[config.mk]
export PLATFORM = sky130hd
export DESIGN_NAME = sacs_sequencer
export DESIGN_NICKNAME = d
export VERILOG_FILES = /design/src/core/sacs_pkg.sv /design/src/core/sacs_sequencer.sv
export SDC_FILE = /design/constraint.sdc
export NUM_CORES = 1
export LEC_CHECK = 0
export BUFFER_PORTS_ARGS = -buffer_cell sky130_fd_sc_hd__clkbuf_2
export CORE_AREA = 4 4 95 97
export CTS_CLUSTER_DIAMETER = 200
export DETAILED_ROUTE_END_ITERATION = 10
export DIE_AREA = 0 0 99 101
export GPL_TIMING_DRIVEN = 0
export PLACE_DENSITY = 0.67
export SYNTH_ARGS = -nofsm -noshare
export SYNTH_HDL_FRONTEND = slang
export SYNTH_SLANG_ARGS = --single-unit
[constraint.sdc]
create_clock -name ref_clk -period 4.6 [get_ports ref_clk]
set_clock_uncertainty 0.2 [all_clocks]
set_input_delay 0.69 -clock ref_clk [delete_from_list [all_inputs] [get_ports ref_clk]]
set_output_delay 0.69 -clock ref_clk [all_outputs]
set_load 0.01 [all_outputs]
[src/core/sacs_pkg.sv]
// constants for the sar converter control sequencer
package sacs_pkg;
	localparam logic [7:0] SACS_CTRL_ADDR   = 8'h00_E8;
	localparam logic [7:0] SACS_PWR_ADDR    = 8'h00_BB;
	localparam logic [7:0] SACS_CTRL_RESET  = 8'h00_00;
	localparam logic [7:0] SACS_PWR_RESET   = 8'h00_00;
	localparam int         SACS_BIT_ON      = 7;
	localparam int         SACS_BIT_BURST   = 6;
	localparam int         SACS_BIT_DONE    = 5;
	localparam int         SACS_BIT_BUSY    = 4;
	localparam int         SACS_BIT_WIN     = 3;
	localparam int         SACS_BIT_LOWBIAS = 7;
	localparam logic [2:0] SACS_SRC_SW      = 3'h0_0;
	localparam logic [2:0] SACS_SRC_T0      = 3'h0_1;
	localparam logic [2:0] SACS_SRC_T2      = 3'h0_2;
	localparam logic [2:0] SACS_SRC_T3      = 3'h0_3;
	localparam logic [5:0] SACS_CLKS_8BIT   = 6'h0_B;
	localparam logic [5:0] SACS_CLKS_10BIT  = 6'h0_D;
	localparam logic [5:0] SACS_CLKS_12BIT  = 6'h3_4;
	localparam int         SACS_CLK_MHZ     = 100;
	localparam int         SACS_TRACK_NS    = 1500;
	localparam int         SACS_TRACK12_NS  = 4800;
	localparam int         SACS_TRACK_CYC   =
		(SACS_TRACK_NS * SACS_CLK_MHZ + 999) / 1000;
	localparam int         SACS_TRACK12_CYC =
		(SACS_TRACK12_NS * SACS_CLK_MHZ + 999) / 1000;
	typedef enum logic [3:0] {
		SACS_IDLE  = 4'b0001,
		SACS_TRACK = 4'b0010,
		SACS_CONV  = 4'b0100,
		SACS_DONE  = 4'b1000
	} sacs_state_t;
endpackage

[src/core/sacs_sequencer.sv]
// sar converter control register and conversion sequencer
// What this block does
// - writing 1 to power config top bit selects reduced bias mode.
// - conversion lasts 11, 13 or 52 sar clocks for 8, 10, 12 bits.
// - tracking lasts at least 1.5 us, or 4.8 us total in 12-bit mode.
// - enable bit 7 clear holds converter shut down outside a burst, set makes it active.
// - bit 6 selects burst operation when set, single conversion when clear.
// - done flag bit 5 set per conversion or per burst, held until cleared.
// - writing 1 to bit 4 starts a conversion only when source is 000.
// - window flag bit 3 set when result lies in window, software clears.
// - source 000 software, 001 timer 0, 010 timer 2, 011 timer 3.
// - source 1xx starts on a rising edge of the external strobe while idle; edges during a conversion are ignored.
// - control at address e8, bit addressable, every field resets to zero.
// - in burst one start runs repeat count conversions back to back.
// - in burst converter powers down after burst unless enable is set.
`timescale 1ns/10ps
module sacs_sequencer
	import sacs_pkg::*;
(
	input  wire logic       ref_clk,
	input  wire logic       rst_n,
	input  wire logic [7:0] sfr_addr,
	input  wire logic       sfr_wr,
	input  wire logic [7:0] sfr_wdata,
	input  wire logic       sfr_bit_wr,
	input  wire logic [2:0] sfr_bit_sel,
	input  wire logic       sfr_bit_val,
	output logic      [7:0] sfr_rdata,
	input  wire logic       sar_clk_en,
	input  wire logic [1:0] resolution,
	input  wire logic [6:0] repeat_count,
	input  wire logic       timer0_overflow,
	input  wire logic       timer2_overflow,
	input  wire logic       timer3_overflow,
	input  wire logic       external_convert_strobe,
	input  wire logic       result_valid,
	input  wire logic [15:0] result_value,
	input  wire logic [15:0] upper_bound,
	input  wire logic [15:0] lower_bound,
	output logic            low_bias_select,
	output logic            analog_powered,
	output logic            tracking,
	output logic            converting,
	output logic            conversion_start,
	output logic            conversion_done_flag,
	output logic            window_hit_flag
);
	import sacs_pkg::*;

	logic [7:0]   ctrl_reg, ctrl_next;
	logic [7:0]   pwr_reg, pwr_next;
	logic         strobe_reg;
	sacs_state_t  state_reg, state_next;
	logic [8:0]   count_reg, count_next;
	logic [6:0]   left_reg, left_next;
	logic         ctrl_hit, pwr_hit, sw_start, start_evt;
	logic [7:0]   ctrl_wval;
	logic         set_done, set_win, burst, enabled;
	logic [5:0]   conv_clks;
	logic [8:0]   track_cyc;

	assign ctrl_hit = (sfr_wr || sfr_bit_wr) && sfr_addr == SACS_CTRL_ADDR;
	assign pwr_hit  = sfr_wr && sfr_addr == SACS_PWR_ADDR;
	assign burst    = ctrl_reg[SACS_BIT_BURST];
	assign enabled  = ctrl_reg[SACS_BIT_ON];

	always_comb begin
		ctrl_wval = ctrl_reg;
		ctrl_wval[SACS_BIT_BUSY] = 1'b0;
		if (sfr_bit_wr)
			ctrl_wval[sfr_bit_sel] = sfr_bit_val;
		else
			ctrl_wval = sfr_wdata;
	end

	// a write of 1 to busy under software source starts; 0 does nothing
	assign sw_start = ctrl_hit && ctrl_wval[SACS_BIT_BUSY]
		&& ctrl_reg[2:0] == SACS_SRC_SW;

	always_comb begin
		start_evt = 1'b0;
		if (ctrl_reg[2]) begin
			start_evt = external_convert_strobe && !strobe_reg;
		end else begin
			unique case (ctrl_reg[1:0])
				SACS_SRC_SW[1:0]: start_evt = sw_start;
				SACS_SRC_T0[1:0]: start_evt = timer0_overflow;
				SACS_SRC_T2[1:0]: start_evt = timer2_overflow;
				SACS_SRC_T3[1:0]: start_evt = timer3_overflow;
			endcase
		end
	end

	always_comb begin
		unique case (resolution)
			2'b00:   conv_clks = SACS_CLKS_8BIT;
			2'b10:   conv_clks = SACS_CLKS_12BIT;
			default: conv_clks = SACS_CLKS_10BIT;
		endcase
		if (resolution == 2'b10)
			track_cyc = 9'(SACS_TRACK12_CYC);
		else
			track_cyc = 9'(SACS_TRACK_CYC);
	end

	// sequencer: tracking, conversion, then repeat or finish
	always_comb begin
		state_next = state_reg;
		count_next = count_reg;
		left_next  = left_reg;
		set_done   = 1'b0;
		unique case (state_reg)
			SACS_IDLE: begin
				// burst may run with enable clear; single needs enable
				if (start_evt && (enabled || burst)) begin
					state_next = SACS_TRACK;
					count_next = track_cyc;
					left_next  = burst ? repeat_count : 7'h0_1;
				end
			end
			SACS_TRACK: begin
				if (count_reg <= 9'h0_01) begin
					state_next = SACS_CONV;
					count_next = {3'b000, conv_clks};
				end else begin
					count_next = count_reg - 9'h0_01;
				end
			end
			SACS_CONV: begin
				if (sar_clk_en) begin
					if (count_reg <= 9'h0_01)
						state_next = SACS_DONE;
					else
						count_next = count_reg - 9'h0_01;
				end
			end
			SACS_DONE: begin
				if (left_reg > 7'h0_01) begin
					left_next  = left_reg - 7'h0_01;
					state_next = SACS_TRACK;
					count_next = track_cyc;
				end else begin
					set_done   = 1'b1;
					state_next = SACS_IDLE;
				end
			end
			default: state_next = SACS_IDLE;
		endcase
	end

	assign set_win = result_valid && result_value > upper_bound
		&& result_value < lower_bound;

	// flags: hardware set wins over a software clear
	always_comb begin
		ctrl_next = ctrl_reg;
		if (ctrl_hit)
			ctrl_next = ctrl_wval;
		ctrl_next[SACS_BIT_BUSY] = state_next != SACS_IDLE;
		if (set_done)
			ctrl_next[SACS_BIT_DONE] = 1'b1;
		if (set_win)
			ctrl_next[SACS_BIT_WIN] = 1'b1;
		pwr_next = pwr_reg;
		if (pwr_hit)
			pwr_next = sfr_wdata;
	end

	always_ff @(posedge ref_clk or negedge rst_n) begin
		if (!rst_n) begin
			ctrl_reg   <= SACS_CTRL_RESET;
			pwr_reg    <= SACS_PWR_RESET;
			strobe_reg <= 1'b0;
			state_reg  <= SACS_IDLE;
			count_reg  <= 9'h0_00;
			left_reg   <= 7'h0_00;
		end else begin
			ctrl_reg   <= ctrl_next;
			pwr_reg    <= pwr_next;
			strobe_reg <= external_convert_strobe;
			state_reg  <= state_next;
			count_reg  <= count_next;
			left_reg   <= left_next;
		end
	end

	always_comb begin
		sfr_rdata = 8'h0_0;
		if (sfr_addr == SACS_CTRL_ADDR)
			sfr_rdata = ctrl_reg;
		else if (sfr_addr == SACS_PWR_ADDR)
			sfr_rdata = pwr_reg;
	end

	assign low_bias_select      = pwr_reg[SACS_BIT_LOWBIAS];
	// burst idle power follows enable
	assign analog_powered       = enabled || state_reg != SACS_IDLE;
	assign tracking             = state_reg == SACS_TRACK;
	assign converting           = state_reg == SACS_CONV;
	assign conversion_start     = state_reg == SACS_IDLE && state_next
		== SACS_TRACK;
	assign conversion_done_flag = ctrl_reg[SACS_BIT_DONE];
	assign window_hit_flag      = ctrl_reg[SACS_BIT_WIN];
endmodule

==> metrics.yaml <==
outcome:
  status: "completed"
global_routing:
  grt-busiest-layer: "met2"
  grt_pass1_wl_um: 13300
  antenna_found_initial: 0
  track_usage: 0.161
  grt_overflow: 0
  grt_use_met3: 0.0311
  grt_pass1_vias: 3080
  use_met2: 0.286
  grt_use_met1: 0.192
  grt_max_degree: 38
placed_design:
  finalWeightedCongestion: 0.896
  place_ws_ns: 1.63
  placed_cell_area_sq_um: 3800
  io_buffers: 99
  hpwlAfterDp_um: 6690
yosys:
  netlist_instances: 369
  synth_seq_area_share: 0.292
  syn-num-nets: 491
  synth_edf_count: 0
  synthFlopType: "dfrtp_1"
  synth_area_sq_um: 3180
  ys_types: 57
  synth-seq-cells: 37
  synth_warnings: 0
  synthArstFlopShare: 1.00
  synth_area_per_cell_sq_um: 8.61
detailed_routing:
  route.detailed.wl_per_inst_um: 13.9
  ant_nets: 0
  drc_errors: 0
  drtIter0Drc: 164
  totalWireLength_um: 8060
  vias_per_cell: 5.32
  via_count: 3089
  firstDrtPassIters: 4
timing:
  min_period_ns: 2.96
  holdWs_ns: 0.310
  worst_slew_pin_slew_ns: 0.931
  drv_slew: 0
  setup_tns_ns: 0
  hold_viol_final: 0
  finalSetupViolCount: 0
  fmax_mhz: 338
  relSlewSlack: 0.370
  post-route-period-util: 0.643
  worst_slack_ns: 1.64
  rsz0062_at_grt: "false"
cts:
  clk_latency_ns: 0.29
  clock_path_buffers: 2
  cts_resized: 0
  postCtsSetupBuffers: 0
  htreeDepth: 2
  numClockSinks: 37
  cts-root-buf: "clkbuf_8"
  cts_buffers: 5
  cts_tree: "built"
  clk_pin_slew_ns: 0.07
  ctsHoldBuffers: 0
finish:
  syn2layout_area_growth_pct: 23.4
  multi_input_area_sq_um: 2020
  postLayoutCellArea_sq_um: 3920
  regArea_sq_um: 927
  drive_above_1_share: 0.290
  fillCellCount: 786
  largest_reg_flops: 9
  num-nets-final: 597
  diodes: 0
setup_path:
  worst-setup-path-type: "input pin to primary output"
  start_kind: "input pin"
  worstPathArrival_ns: 2.07
  required_ns: 3.71
  critPathMaxFanout: 8
  end_kind: "primary output"
die:
  die_h_um: 101
  die_area_sq_um: 10000
  die_w_um: 99
  ios: 102
  start_util: 0.391
  core.rowCount: 33
  coreArea_sq_um: 8130
power_and_ir_drop:
  power_density_nw_per_um2: 196
  ir_worst_vdd_uv: 108
  p_leak_nw: 2.04
  power.total_mw: 0.770
hold_path:
  hold_class: "flop to flop"
job:
  cap_violations: 0
[final timing paths]
path / from / to / slack (ns) / depth (start not counted)
worst max-delay path: sfr_addr[0] / sfr_rdata[5] / 1.64 / 6
worst min register to register: pwr_reg[4] / pwr_reg[4] / 0.31 / 1
worst min-delay path: pwr_reg[4] / pwr_reg[4] / 0.31 / 1
max in group asynchronous: rst_n / count_reg[5] / 3.27 / 1
worst max register to register: state_reg[2] / count_reg[7] / 1.97 / 7
min in group asynchronous: rst_n / pwr_reg[1] / 0.34 / 1
[stage by stage]
stage / util / instances
floorplan: - / 369
global placement: 0.468 / 573
detailed placement: 0.468 / 573
CTS: 0.482 / 581
global route: 0.482 / 581
finish: 0.482 / 581
[power by group]
part | switching, mW | internal [mW]
Clock | 0.115 | 0.177
Combinational | 0.0696 | 0.0716
Sequential | 0.00515 | 0.332
[layout by cell type, fill, tap and decap left out, types with 10 or more instances in the layout]
cell,n
o21ai_0,25
clkbuf_2,99
a21oi_1,17
dfrtp_1,36
mux2_2,10
nor2_1,23
inv_1,41
ha_1,35
nand2_1,22
nor3_1,12
a22o_1,12
[synthesized netlist by cell type, types with 8 or more instances]
library cell | n | area, sq um
nor3_1 | 12 | 60.1
nand2_1 | 22 | 82.6
mux2_2 | 10 | 113
o21ai_0 | 25 | 125
nor2_1 | 23 | 86.3
nand2b_1 | 8 | 50.1
a21oi_1 | 17 | 85.1
ha_1 | 35 | 438
inv_1 | 41 | 154
nand3_1 | 8 | 40.0
a22o_1 | 12 | 105
o22ai_1 | 8 | 50.1
dfrtp_1 | 36 | 901
[per-layer routing]
layer  vias to the layer above  wire (um)
met5                         -          0
met4                         0        148
met3                        12        451
met2                        95       4040
met1                      1418       3420
li1                       1564          -
[cell type report]
cell class	count	share of cell area
sequential	37	0.237
inverter	41	0.0393
clock buffer	7	0.0220
timing repair buffer	99	0.126
buffer	13	0.0198
tap	105	0.0335
clock inverter	1	0.00766
multi-input combinational	278	0.515
[critical path, cell delays in order]
cell,delay [ns]
clkbuf_2,0.08
nor4b_1,0.42
and2_1,0.18
clkbuf_1,0.34
a22o_1,0.22
clkbuf_2,0.13
[kinds of logic after synthesis]
logic type      count (synthesis)  synth area share
flops                          37             0.292
simple gates                  110             0.191
buf+inv                        54            0.0729
xor+xnor                        2           0.00551
fa+ha+maj                      35             0.138
mux                            16            0.0544
compound gates                115             0.247
No activity file was read; power rests on OpenSTA's default activity.
